[config.mk]
export PLATFORM = sky130hd
export DESIGN_NAME = t16_timer_core
export DESIGN_NICKNAME = d
export VERILOG_FILES = /design/src/pkg/t16_pkg.sv /design/src/design/t16_sync.sv /design/src/design/t16_filter.sv /design/src/design/t16_timer_core.sv
export SDC_FILE = /design/constraint.sdc
export NUM_CORES = 1
export LEC_CHECK = 0
export ABC_AREA = 0
export BUFFER_PORTS_ARGS = -buffer_cell sky130_fd_sc_hd__buf_2
export CAP_MARGIN = 20
export CORE_MARGIN = 2
export CORE_UTILIZATION = 55
export CTS_BUF_LIST = sky130_fd_sc_hd__clkbuf_16
export DETAILED_ROUTE_END_ITERATION = 12
export PLACE_DENSITY_LB_ADDON = 0.15
export RECOVER_POWER = 100
export SLEW_MARGIN = 20
export SYNTH_ARGS = -nofsm -noshare
export SYNTH_HDL_FRONTEND = slang
export SYNTH_SLANG_ARGS = --single-unit
[constraint.sdc]
create_clock -name clk -period 3.5 [get_ports clk]
set_clock_uncertainty 0.15 [all_clocks]
set_input_delay 0.7 -clock clk [delete_from_list [all_inputs] [get_ports clk]]
set_output_delay 0.7 -clock clk [all_outputs]
set_load 0.1 [all_outputs]
[src/pkg/t16_pkg.sv]
package t16_pkg;

  // register byte offsets on the 8-bit register bus
  localparam logic [3:0] T16_OFF_CTRL_A = 4'h0;
  localparam logic [3:0] T16_OFF_CTRL_B = 4'h1;
  localparam logic [3:0] T16_OFF_FLAGS = 4'h2;
  localparam logic [3:0] T16_OFF_MASK = 4'h3;
  localparam logic [3:0] T16_OFF_CNT_LO = 4'h4;
  localparam logic [3:0] T16_OFF_CNT_HI = 4'h5;
  localparam logic [3:0] T16_OFF_CAP_LO = 4'h6;
  localparam logic [3:0] T16_OFF_CAP_HI = 4'h7;
  localparam logic [3:0] T16_OFF_CMPA_LO = 4'h8;
  localparam logic [3:0] T16_OFF_CMPA_HI = 4'h9;
  localparam logic [3:0] T16_OFF_CMPB_LO = 4'hA;
  localparam logic [3:0] T16_OFF_CMPB_HI = 4'hB;
  localparam logic [3:0] T16_OFF_POWER = 4'hC;

  // flag and mask bit positions
  localparam int T16_FLG_OVF = 0;
  localparam int T16_FLG_CMPA = 1;
  localparam int T16_FLG_CMPB = 2;
  localparam int T16_FLG_CAP = 5;
  localparam logic [7:0] T16_FLG_IMPL = 8'h27;

  localparam logic [15:0] T16_BOTTOM = 16'h0000;
  localparam logic [15:0] T16_MAX = 16'hFFFF;
  localparam logic [15:0] T16_TOP8 = 16'h00FF;
  localparam logic [15:0] T16_TOP9 = 16'h01FF;
  localparam logic [15:0] T16_TOP10 = 16'h03FF;
  localparam logic [15:0] T16_ZERO16 = 16'h0000;
  localparam logic [7:0] T16_ZERO8 = 8'h00;
  localparam logic T16_PWR_OFF_RST = 1'h1;

  // prescaler taps: a tick fires when the masked prescaler bits are all ones
  localparam int T16_PRE_W = 10;
  localparam logic [9:0] T16_DIV8 = 10'h007;
  localparam logic [9:0] T16_DIV64 = 10'h03F;
  localparam logic [9:0] T16_DIV256 = 10'h0FF;
  localparam logic [9:0] T16_DIV1024 = 10'h3FF;

  typedef enum logic [2:0] {
    T16_CS_STOP = 3'h0, T16_CS_DIV1 = 3'h1, T16_CS_DIV8 = 3'h2, T16_CS_DIV64 = 3'h3,
    T16_CS_DIV256 = 3'h4, T16_CS_DIV1024 = 3'h5, T16_CS_EXT_FALL = 3'h6, T16_CS_EXT_RISE = 3'h7
  } t16_clksel_t;

  localparam logic [1:0] T16_COM_OFF = 2'h0;
  localparam logic [1:0] T16_COM_TOGGLE = 2'h1;
  localparam logic [1:0] T16_COM_CLEAR = 2'h2;
  localparam logic [1:0] T16_COM_SET = 2'h3;

  typedef enum logic [2:0] {
    T16_TOP_MAX, T16_TOP_8, T16_TOP_9, T16_TOP_10, T16_TOP_CMPA, T16_TOP_CAP
  } t16_topsel_t;

  typedef enum logic [1:0] {T16_BUS_IDLE = 2'b00, T16_BUS_DONE = 2'b01} t16_bus_st_t;

  typedef struct packed {
    logic [1:0] out_mode_a;
    logic [1:0] out_mode_b;
    logic [1:0] rsv;
    logic [1:0] wave_lo;
  } t16_ctrl_a_t;

  typedef struct packed {
    logic noise_en;
    logic edge_rise;
    logic use_comp;
    logic [1:0] wave_hi;
    t16_clksel_t clk_sel;
  } t16_ctrl_b_t;

  typedef struct packed {
    t16_topsel_t topsel;
    logic pwm;
    logic dual;
  } t16_mode_t;

  typedef struct packed {
    logic read;
    logic write;
    logic [3:0] address;
    logic [7:0] writedata;
  } t16_av_req_t;

  function automatic t16_mode_t t16_decode(input logic [3:0] wave);
    t16_mode_t m;
    m = '{T16_TOP_MAX, 1'b0, 1'b0};
    case (wave)
      4'h1: m = '{T16_TOP_8, 1'b1, 1'b1};
      4'h2: m = '{T16_TOP_9, 1'b1, 1'b1};
      4'h3: m = '{T16_TOP_10, 1'b1, 1'b1};
      4'h4: m = '{T16_TOP_CMPA, 1'b0, 1'b0};
      4'h5: m = '{T16_TOP_8, 1'b1, 1'b0};
      4'h6: m = '{T16_TOP_9, 1'b1, 1'b0};
      4'h7: m = '{T16_TOP_10, 1'b1, 1'b0};
      4'h8, 4'hA: m = '{T16_TOP_CAP, 1'b1, 1'b1};
      4'h9, 4'hB: m = '{T16_TOP_CMPA, 1'b1, 1'b1};
      4'hC: m = '{T16_TOP_CAP, 1'b0, 1'b0};
      4'hE: m = '{T16_TOP_CAP, 1'b1, 1'b0};
      4'hF: m = '{T16_TOP_CMPA, 1'b1, 1'b0};
      default: m = '{T16_TOP_MAX, 1'b0, 1'b0};
    endcase
    return m;
  endfunction

endpackage

[src/design/t16_sync.sv]
`timescale 1ns/1ps
module t16_sync #(
  parameter int WIDTH = 2
) (
  input wire logic clk, // system clock
  input wire logic reset_n, // async reset
  input wire logic [WIDTH-1:0] d, // asynchronous inputs
  output logic [WIDTH-1:0] q // synchronised outputs
);
  typedef struct packed {
    logic [WIDTH-1:0] s1;
    logic [WIDTH-1:0] s2;
  } t16_sync_st_t;

  t16_sync_st_t st_r;
  t16_sync_st_t st_nxt;

  if (WIDTH < 1) begin : g_bad_width
    $error("t16_sync: WIDTH must be at least 1");
  end

  // the first stage feeds only the second stage
  always_comb begin
    st_nxt.s1 = d;
    st_nxt.s2 = st_r.s1;
  end

  always_ff @(posedge clk or negedge reset_n) begin
    if (!reset_n) begin
      st_r <= '0;
    end else begin
      st_r <= st_nxt;
    end
  end

  assign q = st_r.s2;
endmodule

[src/design/t16_filter.sv]
`timescale 1ns/1ps
module t16_filter #(
  parameter int LEN = 4
) (
  input wire logic clk, // system clock
  input wire logic reset_n, // async reset
  input wire logic en, // filter enable
  input wire logic d, // synchronised capture source
  output logic q // filtered level
);
  typedef struct packed {
    logic [LEN-1:0] hist;
    logic q;
  } t16_filt_st_t;

  t16_filt_st_t st_r;
  t16_filt_st_t st_nxt;

  if (LEN < 2 || LEN > 16) begin : g_bad_len
    $error("t16_filter: LEN must be 2 to 16");
  end

  // a level change passes only after LEN equal samples; costs LEN cycles of latency
  always_comb begin
    st_nxt = st_r;
    st_nxt.hist = {st_r.hist[LEN-2:0], d};
    if (!en) begin
      st_nxt.q = d;
    end else if (&st_r.hist) begin
      st_nxt.q = 1'b1;
    end else if (~|st_r.hist) begin
      st_nxt.q = 1'b0;
    end
  end

  always_ff @(posedge clk or negedge reset_n) begin
    if (!reset_n) begin
      st_r <= '0;
    end else begin
      st_r <= st_nxt;
    end
  end

  assign q = st_r.q;
endmodule

[src/design/t16_timer_core.sv]
// Behaviour
// - one 8-bit high-byte holding register shared by all four 16-bit registers
// - low-byte write loads holding byte and written byte together in one cycle
// - count or capture low-byte read copies the register's high byte into the holding register
// - compare registers read both bytes directly, holding register untouched
// - bottom is signalled when the count equals zero
// - maximum is all ones and is signalled when the count reaches it
// - top comes from a fixed value, compare A or capture, per mode
// - compare A as PWM top drives no PWM output and is double buffered
// - capture register may hold a fixed top, leaving compare A free
// - both compare registers are compared with the count on every tick
// - each compare match sets its own compare match flag
// - compare results drive a waveform on each compare output pin
// - clock select picks prescaler or external pin edge; none selected means idle
// - capture pin or comparator edge copies the count into capture register
// - a digital noise filter guards the capture input against spikes
// - all requests show as flags and each is masked individually
// - 8-bit control registers are read and written directly
// - a software count write beats any clear or count in that cycle
// - the count is accessible whether or not a tick is present
`timescale 1ns/1ps
module t16_timer_core
  import t16_pkg::*;
#(
  parameter int FILTER_LEN = 4
) (
  input wire logic clk, // system clock, 25 MHz
  input wire logic reset_n, // async reset, active low
  input wire t16_av_req_t av_req, // avalon read, write, address, writedata
  output logic [7:0] av_readdata, // avalon read data
  output logic av_waitrequest, // avalon wait request
  input wire logic capture_input_pin, // capture pin, asynchronous
  input wire logic comparator_in, // analog comparator output, asynchronous
  input wire logic external_count_pin, // external count pin, asynchronous
  output logic [1:0] compare_output_pin, // waveform outputs, b in bit 1
  output logic [1:0] compare_output_oe, // waveform output enables
  output logic [7:0] timer_irq_req, // masked interrupt requests
  output logic at_bottom, // count is zero
  output logic at_max, // count is all ones
  output logic at_top // count equals the current top
);

  typedef struct packed {
    t16_bus_st_t bus;
    logic [7:0] rdata;
    logic [7:0] temp;
    logic [15:0] cnt;
    logic down;
    logic [1:0][15:0] cmp_buf;
    logic [1:0][15:0] cmp_act;
    logic [15:0] cap;
    t16_ctrl_a_t ctrl_a;
    t16_ctrl_b_t ctrl_b;
    logic [7:0] flags;
    logic [7:0] mask;
    logic pwr_off;
    logic [T16_PRE_W-1:0] pre;
    logic ext_q;
    logic cap_q;
    logic [1:0] wave;
  } t16_core_st_t;

  t16_core_st_t st_r;
  t16_core_st_t st_nxt;

  if (FILTER_LEN < 2 || FILTER_LEN > 16) begin : g_bad_filter_len
    $error("t16_timer_core: FILTER_LEN must be 2 to 16");
  end

  logic [2:0] sync_q;
  logic cap_src;
  logic cap_filt;

  t16_mode_t mode;
  logic [15:0] top_val;
  logic tick;

  logic rd_take;
  logic wr_take;
  logic [1:0] match;
  logic [1:0] pwm_ok;

  t16_sync #(
    .WIDTH(3)
  ) u_sync (
    .clk(clk),
    .reset_n(reset_n),
    .d({external_count_pin, comparator_in, capture_input_pin}),
    .q(sync_q)
  );

  // a source switch while the inputs differ looks like an edge
  assign cap_src = st_r.ctrl_b.use_comp ? sync_q[1] : sync_q[0];

  t16_filter #(
    .LEN(FILTER_LEN)
  ) u_filter (
    .clk(clk),
    .reset_n(reset_n),
    .en(st_r.ctrl_b.noise_en),
    .d(cap_src),
    .q(cap_filt)
  );

  assign mode = t16_decode({st_r.ctrl_b.wave_hi, st_r.ctrl_a.wave_lo});

  // compare A top is the active copy, so in pwm modes a change lands at top
  always_comb begin
    case (mode.topsel)
      T16_TOP_8: top_val = T16_TOP8;
      T16_TOP_9: top_val = T16_TOP9;
      T16_TOP_10: top_val = T16_TOP10;
      T16_TOP_CMPA: top_val = st_r.cmp_act[0];
      T16_TOP_CAP: top_val = st_r.cap;
      default: top_val = T16_MAX;
    endcase
  end

  always_comb begin
    // edges come from the synchronised pin, so they lag it
    case (st_r.ctrl_b.clk_sel)
      T16_CS_DIV1: tick = 1'b1;
      T16_CS_DIV8: tick = &(st_r.pre | ~T16_DIV8);
      T16_CS_DIV64: tick = &(st_r.pre | ~T16_DIV64);
      T16_CS_DIV256: tick = &(st_r.pre | ~T16_DIV256);
      T16_CS_DIV1024: tick = &(st_r.pre | ~T16_DIV1024);
      T16_CS_EXT_FALL: tick = st_r.ext_q & ~sync_q[2];
      T16_CS_EXT_RISE: tick = ~st_r.ext_q & sync_q[2];
      default: tick = 1'b0;
    endcase
    // no tick while powered off
    tick = tick & ~st_r.pwr_off;
  end

  // a request is answered one cycle after it appears; reads act on the first edge
  assign av_waitrequest = (av_req.read | av_req.write) & (st_r.bus == T16_BUS_IDLE);
  assign rd_take = av_req.read & (st_r.bus == T16_BUS_IDLE);
  assign wr_take = av_req.write & (st_r.bus == T16_BUS_DONE);

  // compare A has no PWM output while it sets the PWM top
  for (genvar i = 0; i < 2; i++) begin : g_cmp
    assign match[i] = tick & (st_r.cnt == st_r.cmp_act[i]);
    assign pwm_ok[i] = !(i == 0 && mode.pwm && mode.topsel == T16_TOP_CMPA);
    assign compare_output_oe[i] = (i == 0 ? st_r.ctrl_a.out_mode_a : st_r.ctrl_a.out_mode_b) != T16_COM_OFF
                                  && (pwm_ok[i] || (i == 0 ? st_r.ctrl_a.out_mode_a : st_r.ctrl_a.out_mode_b)
                                      == T16_COM_TOGGLE);
  end

  always_comb begin
    logic [1:0] com;
    logic at_top_tick;
    logic cap_evt;
    logic [7:0] clr;
    logic [7:0] set;

    com = T16_COM_OFF;
    at_top_tick = tick & (st_r.cnt == top_val);
    cap_evt = 1'b0;
    clr = T16_ZERO8;
    set = T16_ZERO8;

    st_nxt = st_r;
    // held at zero while off, so the first tick is a full period away
    st_nxt.pre = st_r.pwr_off ? '0 : st_r.pre + 1'b1;
    st_nxt.ext_q = sync_q[2];
    st_nxt.cap_q = cap_filt;

    // bus handshake
    // writes land on the edge where the master sees waitrequest low
    case (st_r.bus)
      T16_BUS_IDLE: begin
        if (av_req.read | av_req.write) begin
          st_nxt.bus = T16_BUS_DONE;
        end
      end
      T16_BUS_DONE: st_nxt.bus = T16_BUS_IDLE;
      default: st_nxt.bus = T16_BUS_IDLE;
    endcase

    // counting sequence
    // a bus write below overrides the counting sequence
    if (tick) begin
      if (mode.dual) begin
        if (!st_r.down) begin
          if (st_r.cnt >= top_val) begin
            st_nxt.down = 1'b1;
            st_nxt.cnt = st_r.cnt - 1'b1;
          end else begin
            st_nxt.cnt = st_r.cnt + 1'b1;
          end
        end else if (st_r.cnt == T16_BOTTOM) begin
          st_nxt.down = 1'b0;
          st_nxt.cnt = st_r.cnt + 1'b1;
          set[T16_FLG_OVF] = 1'b1;
        end else begin
          st_nxt.cnt = st_r.cnt - 1'b1;
        end
      end else begin
        st_nxt.down = 1'b0;
        if (at_top_tick && mode.topsel != T16_TOP_MAX) begin
          st_nxt.cnt = T16_BOTTOM;
        end else begin
          st_nxt.cnt = st_r.cnt + 1'b1;
        end
        if (mode.pwm ? at_top_tick : st_r.cnt == T16_MAX) begin
          set[T16_FLG_OVF] = 1'b1;
        end
      end
      // double-buffered compare values move to the active copy at top
      if (mode.pwm && at_top_tick) begin
        st_nxt.cmp_act = st_r.cmp_buf;
      end
    end

    // waveform generation per compare unit
    for (int i = 0; i < 2; i++) begin
      com = (i == 0) ? st_r.ctrl_a.out_mode_a : st_r.ctrl_a.out_mode_b;
      if (match[i]) begin
        set[i == 0 ? T16_FLG_CMPA : T16_FLG_CMPB] = 1'b1;
      end
      if (com == T16_COM_OFF || (!pwm_ok[i] && com != T16_COM_TOGGLE)) begin
        st_nxt.wave[i] = 1'b0;
      end else if (!mode.pwm || com == T16_COM_TOGGLE) begin
        if (match[i]) begin
          case (com)
            T16_COM_TOGGLE: st_nxt.wave[i] = ~st_r.wave[i];
            T16_COM_CLEAR: st_nxt.wave[i] = 1'b0;
            default: st_nxt.wave[i] = 1'b1;
          endcase
        end
      end else if (mode.dual) begin
        // dual slope: the level follows the direction
        if (match[i]) begin
          st_nxt.wave[i] = (com == T16_COM_SET) ^ st_r.down;
        end
      end else begin
        // fast pwm: match sets one level, top the other
        if (match[i]) begin
          st_nxt.wave[i] = (com == T16_COM_SET);
        end else if (at_top_tick) begin
          st_nxt.wave[i] = (com != T16_COM_SET);
        end
      end
    end

    // input capture is off while the capture register holds top
    // a capture low write in the same cycle wins over the event
    if (!st_r.pwr_off && mode.topsel != T16_TOP_CAP) begin
      cap_evt = st_r.ctrl_b.edge_rise ? (cap_filt & ~st_r.cap_q) : (~cap_filt & st_r.cap_q);
    end
    if (cap_evt) begin
      st_nxt.cap = st_r.cnt;
      set[T16_FLG_CAP] = 1'b1;
    end

    // register reads; the data register is loaded on the first edge
    // compare reads leave the holding byte alone
    if (rd_take) begin
      st_nxt.rdata = T16_ZERO8;
      case (av_req.address)
        T16_OFF_CTRL_A: st_nxt.rdata = st_r.ctrl_a;
        T16_OFF_CTRL_B: st_nxt.rdata = st_r.ctrl_b;
        T16_OFF_FLAGS: st_nxt.rdata = st_r.flags;
        T16_OFF_MASK: st_nxt.rdata = st_r.mask;
        T16_OFF_POWER: st_nxt.rdata = {7'h00, st_r.pwr_off};
        T16_OFF_CNT_LO: begin
          st_nxt.rdata = st_r.cnt[7:0];
          st_nxt.temp = st_r.cnt[15:8];
        end
        T16_OFF_CAP_LO: begin
          st_nxt.rdata = st_r.cap[7:0];
          st_nxt.temp = st_r.cap[15:8];
        end
        T16_OFF_CNT_HI, T16_OFF_CAP_HI: st_nxt.rdata = st_r.temp;
        T16_OFF_CMPA_LO: st_nxt.rdata = st_r.cmp_buf[0][7:0];
        T16_OFF_CMPA_HI: st_nxt.rdata = st_r.cmp_buf[0][15:8];
        T16_OFF_CMPB_LO: st_nxt.rdata = st_r.cmp_buf[1][7:0];
        T16_OFF_CMPB_HI: st_nxt.rdata = st_r.cmp_buf[1][15:8];
        default: st_nxt.rdata = T16_ZERO8;
      endcase
    end

    // register writes take effect on the edge that completes the request
    if (wr_take) begin
      case (av_req.address)
        T16_OFF_CTRL_A: st_nxt.ctrl_a = av_req.writedata;
        T16_OFF_CTRL_B: st_nxt.ctrl_b = av_req.writedata;
        T16_OFF_FLAGS: clr = av_req.writedata & T16_FLG_IMPL;
        T16_OFF_MASK: st_nxt.mask = av_req.writedata & T16_FLG_IMPL;
        T16_OFF_POWER: st_nxt.pwr_off = av_req.writedata[0];
        T16_OFF_CNT_HI, T16_OFF_CAP_HI, T16_OFF_CMPA_HI, T16_OFF_CMPB_HI: begin
          st_nxt.temp = av_req.writedata;
        end
        T16_OFF_CNT_LO: begin
          // writing a running count may skip a match
          st_nxt.cnt = {st_r.temp, av_req.writedata};
        end
        T16_OFF_CAP_LO: st_nxt.cap = {st_r.temp, av_req.writedata};
        T16_OFF_CMPA_LO, T16_OFF_CMPB_LO: begin
          for (int i = 0; i < 2; i++) begin
            if (av_req.address == (i == 0 ? T16_OFF_CMPA_LO : T16_OFF_CMPB_LO)) begin
              st_nxt.cmp_buf[i] = {st_r.temp, av_req.writedata};
              // outside pwm modes the active copy follows at once
              if (!mode.pwm) begin
                st_nxt.cmp_act[i] = {st_r.temp, av_req.writedata};
              end
            end
          end
        end
        default: clr = T16_ZERO8;
      endcase
    end

    // a hardware set in the clearing cycle wins over the write-one clear
    st_nxt.flags = ((st_r.flags & ~clr) | set) & T16_FLG_IMPL;
  end

  always_ff @(posedge clk or negedge reset_n) begin
    if (!reset_n) begin
      st_r <= '0;
      st_r.bus <= T16_BUS_IDLE;
      st_r.pwr_off <= T16_PWR_OFF_RST;
    end else begin
      st_r <= st_nxt;
    end
  end

  assign av_readdata = st_r.rdata;
  assign compare_output_pin = st_r.wave & compare_output_oe;
  assign timer_irq_req = st_r.flags & st_r.mask;

  // status outputs decode the registered count
  assign at_bottom = (st_r.cnt == T16_BOTTOM);
  assign at_max = (st_r.cnt == T16_MAX);
  assign at_top = (st_r.cnt == top_val);

endmodule

## Word-level counts from Yosys, hierarchy flattened

Memory sizes are Yosys's and may differ from the RTL's.
Index checks and enable logic that the tools add are counted.

| word-level totals | value |
|---|---|
| bits in registers | 165 |
| memory bits (read-only) | 80 |
| input port bits | 19 |
| output and inout port bits | 24 |
| word-level logic and storage cells | 211 |
| memories | 1 |

| operators by class | value |
|---|---|
| add/sub/neg operators | 3 |
| $lt $le $gt $ge | 1 |
| equality and inequality tests | 45 |
| mux-type cells | 64 |
| bitwise operators | 26 |
| reductions and logical operators | 40 |

Memory list:

| name | words | width | rd ports | clocked after Yosys merged registers in | wr ports | RTL line | RTL |
|---|---|---|---|---|---|---|---|
| (no name shown) | 16 | 5 | 1 | 0 | 0 | t16_pkg.sv:88 | `case (wave)` |

Operators by type and width:

| kind | count |
|---|---|
| $mux 16 | 10 |
| $mux 32 | 3 |
| $pmux 8 s12 | 1 |
| $pmux 16 s5 | 1 |
| $mux 64 | 1 |
| $mux 17 | 3 |
| $eq 16x16->1 | 3 |
| $mux 8 | 4 |
| $mux 1 | 31 |
| $mux 24 | 1 |
| $eq 4x4->1 const B | 5 |
| $eq 3x3->1 const B | 6 |
| $add 16x1->16 const B | 1 |
| $eq 16x16->1 const B | 1 |
| $eq 4x3->1 const B | 4 |
| $ge 16x16->1 | 1 |
| $logic_not 16->1 | 1 |
| $pmux 8 s2 | 1 |
| $sub 16x1->16 const B | 1 |
| $reduce_and 3->1 | 5 |
| $and 6x6->6 | 2 |
| $eq 3x2->1 const B | 4 |
| $mux 6 | 2 |
| $and 1x1->1 | 11 |
| 35 further kinds | 76 |

## Longest topological paths before layout

| logic depth | value |
|---|---|
| word-level depth | 12 |
| depth in mapped cells | 17 |
| mapped depth without buffers | 14 |

## Cells and area by module

Synthesis repeated with hierarchy kept, for this count alone.

| second synthesis, totals | value |
|---|---|
| cells, all modules | 1,096 |
| area total of the unflattened synthesis | 9,987.1 sq um |

By module, submodules not included:

| module | times used | cells an instance | area an instance (sq um) | sequential area each (sq um) |
|---|---|---|---|---|
| t16_timer_core | 1 | 1,080 | 9,681.8 | 3,829.9 |
| t16_filter | 1 | 10 | 155.1 | 125.1 |
| t16_sync | 1 | 6 | 150.1 | 150.1 |

## Least setup slack after synthesis

No wires, ideal clock.

| timing | value |
|---|---|
| path type | reg-to-reg |
| start | reg st_r[40] in the netlist's numbering |
| end | reg st_r[131] in the netlist's numbering |
| setup time | 121 ps |
| arrival time | 6,142 ps |
| data required time | 3,229 ps |
| slack | -2,914 ps |
| stages on the path, launching flop included | 16 |
| path buffers | 3 |
| period minus slack after synthesis | 6,414 ps |
| cells stage by stage | dfrtp_1 > buf_2 > nor2b_1 > clkbuf_1 > or3_1 > o21ai_0 > nand2_1 > o31ai_1 > ha_1 > nand4_1 > nor4_1 > o211ai_1 > o21ai_0 > clkbuf_1 > o31ai_1 > o22a_1 |

RTL lines:

| element | RTL line | RTL |
|---|---|---|
| from (decl) | t16_timer_core.sv:63 | `t16_core_st_t st_r;` |
| from (signal assigned) | t16_timer_core.sv:324 | `st_r <= st_nxt;` |

## Final worst setup path

| timing | value |
|---|---|
| start | reg st_r[39] in the netlist's numbering |
| end | out at_top |

| between the ends | value |
|---|---|
| longest elaborated chain between the ends | 4 |
| elaborated cells on any way between the ends | 8 |
| classes of those cells | 6 x eq/ne; 1 x mux; 1 x memory |

RTL lines:

| element | RTL line | RTL |
|---|---|---|
| $mem_v2 16x5 * | -- |  |
| $eq 3x3->1 (tied with other cells) | t16_timer_core.sv:109 | `case (mode.topsel)` |
| $pmux 16 s5 * | t16_timer_core.sv:109 |  |
| $eq 16x16->1 * | t16_timer_core.sv:335 | `assign at_top = (st_r.cnt == top_val);` |
| to (decl) | t16_timer_core.sv:40 | `output logic at_top` |

Every way passes the cells marked *; elsewhere a longest branch is shown, timed or not.

==> metrics <==
Synth area leaders dfrtp_1, mux2_2, mux2i_1; Leak between 4 and 5 nW; area growth from synthesis to layout 15.7%; CP Cell Sequence clkinvlp_4 -> buf_4 -> or3_1 -> o21ai_0 -> nand2_1 -> o21ai_1 -> ha_1 -> nand4_1 -> nor4_4 -> buf_4 -> buf_12; Critical Path Most Common Cell buf_4; Slew HR -0.0396; PwrDens around 800 nW/um^2; clk_lat worst skew 0.45 ns; crit path DAT around 2.9 ns; CP max stage delay between 0.4 and 0.5 ns; total global-route track usage 0.345; Layout Nets 1169; I/O Pins 43; hold_buf cts 0; first-pass GRT wire length roughly 50000 um; Sw Ratio 0.444; row count 49; vias in the first global route approximately 8500; Mapped Area ~10000 sq um; initial antenna violation count 1; Internal approximately 5.0 mW; TritonCTS clock tree yes; antenna diode count 0; share of synthesized registers carrying an async set or reset 1.00; Max FO, Critical Path 6; core area approximately 18000 sq um; Peak Freq between 0.2 and 0.3 GHz; leading area contributor after synthesis dfrtp_1; Worst-Margin Slew between 1.5 and 2 ns; status finished with violations; drt first-iter violations just over 1000; vias post-DR roughly 9000; Setup Crit Path Kind reg -> out; Top delay family on crit path simple AND/OR/NAND/NOR gates; GRT overflow 0; post-route clock period utilization 1.06; WL final about 33000 um; drt via density approximately 6.5; total power 9.06 mW; VDD IR-drop max 0.000508 V; max cap viols 2; Clock transition at path regs 0.07 ns; setup slack after layout -0.221 ns; Final setup viols 10; fin crit period about 3.7 ns; Worst Reg-to-Reg Cells 18; worst min path class reg -> reg; Root Driver clkbuf_16; area of the die 19300 sq um; fin area between 10000 and 15000 sq um; #FFs+latches synth 164; Flop pwr share 0.369; type of origin of the critical path register; critical path startpoint st_r[39]; Top FF cell, synth dfrtp_1; clk buf depth 2; Placed Instance Area between 10000 and 15000 sq um; TritonCTS Buffers 17; HPWL Detailed between 20000 and 25000 um; final hold violation count 0; Final TNS setup -0.738 ns; first drt pass iteration count 5; CP max-delay cell dfrtp_2; RSZ-0062 raised after global routing true; chip height between 100 and 150 um; Sink Count approximately 160; Critical Path End at_top; Worst R2R Setup Slack -0.10 ns; per-cell routed wire length between 20 and 25 um; Inst Count DP approximately 1300; origin of the critical flop-to-flop path st_r[39]; synthesized area per cell about 9.2 sq um; input/output buffers 38; die width between 100 and 150 um; combinational share of power 0.421; DP Worst Slack around 0.048 ns; required time worst endpoint 2.65 ns; Crit path depth 11; failing checks max-capacitance violations, max-slew violations, negative setup slack; top-area cell type share of the netlist area 0.407; Remaining DRCs 0; largest net degree at the start of global routing 60; Synth Instances approximately 1100; H-tree levels 4; crit end category output port; clock group share of total power 0.210; Sw Pwr 4.03 mW; final std cells w/o fill about 1400; Antenna Violating Nets Remaining 0; max-slew violations a little under 80; share of cells above drive strength 1 0.213; sequential area share after synthesis 0.410; initial core utilization 0.560; Ys Warns 0; worst path bufs/invs 4; GP Congestion roughly 1; Post-synth EDFFs 0; FF-to-FF End st_r[142]; Yosys cell types 79
==> layout make-up <==
cell class	instances	area, sq um
inverter	15	60.1
fill	1488	6300
multi-input combinational	807	5620
tap	229	287
clock buffer	17	425
timing repair buffer	125	915
sequential	164	4110
clock inverter	15	185
==> layer usage <==
metal  GRT usage  routed length (um)  vias to the layer above  part of all wire
li1            -                   -                     4004                 -
met1       0.488               14100                     4349              0.42
met2       0.514               14600                      500              0.44
met3      0.0611                2940                      108             0.088
met4       0.169                1710                        2             0.051
met5           0                  16                        -           0.00048
==> flip-flops by register name (all words and copies together) (netlist names) <==
signal	flops
av_readdata	8
u_filter.q	1
u_filter.st_r	1
u_filter.st_nxt	3
u_sync.q	3
u_sync.st_nxt	3
st_r	145
==> power groups by stage <==
stage | combinational, mW | sequential, mW | clock (mW)
finish | 3.82 | 3.34 | 1.90
global route | 4.11 | 3.38 | 2.00
CTS | 3.47 | 3.28 | 1.92
detailed placement | 3.37 | 3.31 | 0
global placement | 3.31 | 3.30 | 0
floorplan | 2.61 | 2.81 | 0
==> per-stage QoR <==
step | utilization | hold slack [ns]
floorplan | - | 0.181
global placement | 0.600 | 0.183
detailed placement | 0.600 | 0.185
CTS | 0.641 | 0.0788
global route | 0.648 | 0.192
finish | 0.648 | 0.201
==> synth_stat cells, types with 11 or more instances <==
| cell type | instances |
|---|---|
| xnor2_1 | 20 |
| o21ai_1 | 16 |
| clkbuf_1 | 56 |
| nand3_1 | 30 |
| buf_1 | 11 |
| mux2_2 | 62 |
| and2_1 | 12 |
| nor3_1 | 21 |
| o21ai_0 | 91 |
| xor2_1 | 21 |
| dfrtp_1 | 163 |
| nor2_1 | 75 |
| ha_1 | 20 |
| nand2_1 | 108 |
| and3_1 | 12 |
| inv_1 | 12 |
| a31oi_1 | 24 |
| a211oi_1 | 15 |
| or3_1 | 16 |
| a22oi_1 | 12 |
| a21oi_1 | 53 |
| nand4_1 | 12 |
| buf_2 | 17 |
| mux2i_1 | 59 |
| buf_4 | 15 |
==> kinds of logic (layout without fill, tap and decap cells) <==
group	Yosys count	in the layout	synth area share
AOI/OAI and AO/OA	283	283	0.176
xor gates and xnor gates	41	41	0.0358
and+or+nand+nor	338	338	0.170
buffers and inverters	120	172	0.0547
adders and majority gates	20	20	0.0250
other	1	4	0.000374
DFF	164	164	0.410
muxes	121	121	0.129
==> layout by cell type, fill, tap and decap left out, types with 5 or more instances in the layout <==
| cell type | count |
|---|---|
| inv_1 | 11 |
| buf_12 | 9 |
| a211oi_1 | 8 |
| dfrtp_1 | 161 |
| clkbuf_2 | 6 |
| a22o_1 | 7 |
| o31ai_1 | 5 |
| nand2_1 | 108 |
| nand4_1 | 12 |
| a22oi_1 | 12 |
| a21o_1 | 5 |
| nand2b_1 | 6 |
| nor3_1 | 19 |
| a31oi_1 | 24 |
| a211oi_2 | 6 |
| ha_1 | 16 |
| o22a_1 | 9 |
| mux2i_1 | 58 |
| and3_1 | 12 |
| clkinv_8 | 7 |
| clkbuf_16 | 18 |
| buf_4 | 60 |
| clkbuf_1 | 30 |
| nand3_1 | 30 |
| xnor2_1 | 20 |
| a21oi_1 | 53 |
| and2_1 | 10 |
| nor2_1 | 74 |
| or3_1 | 16 |
| buf_2 | 15 |
| xor2_1 | 21 |
| o21ai_0 | 59 |
| mux2_2 | 60 |
| a32oi_1 | 5 |
| nor4_1 | 8 |
| o21ai_1 | 43 |
| nor2b_1 | 6 |
==> how the worst min path moves through the flow <==
stage                     start               end  slack [ns]  cells after the start
6_report       u_sync.st_nxt[2]       u_sync.q[2]        0.20                      0
4_1_cts                 reset_n          st_r[68]        0.08                      1
5_1_grt           comparator_in  u_sync.st_nxt[1]        0.19                      1
2_1_floorplan  u_sync.st_nxt[0]       u_sync.q[0]        0.18                      0
3_3_place_gp   u_sync.st_nxt[1]       u_sync.q[1]        0.18                      0
3_5_place_dp   u_sync.st_nxt[0]       u_sync.q[0]        0.18                      0
==> repair_timing <==
action | CTS | global route
resized for setup | 7 | 43
endpoints found under the setup margin | 1 | 31
pin swaps | 7 | 28
setup buffers | 8 | 7
cloned | 0 | 1
No activity file was read; power rests on OpenSTA's default activity.
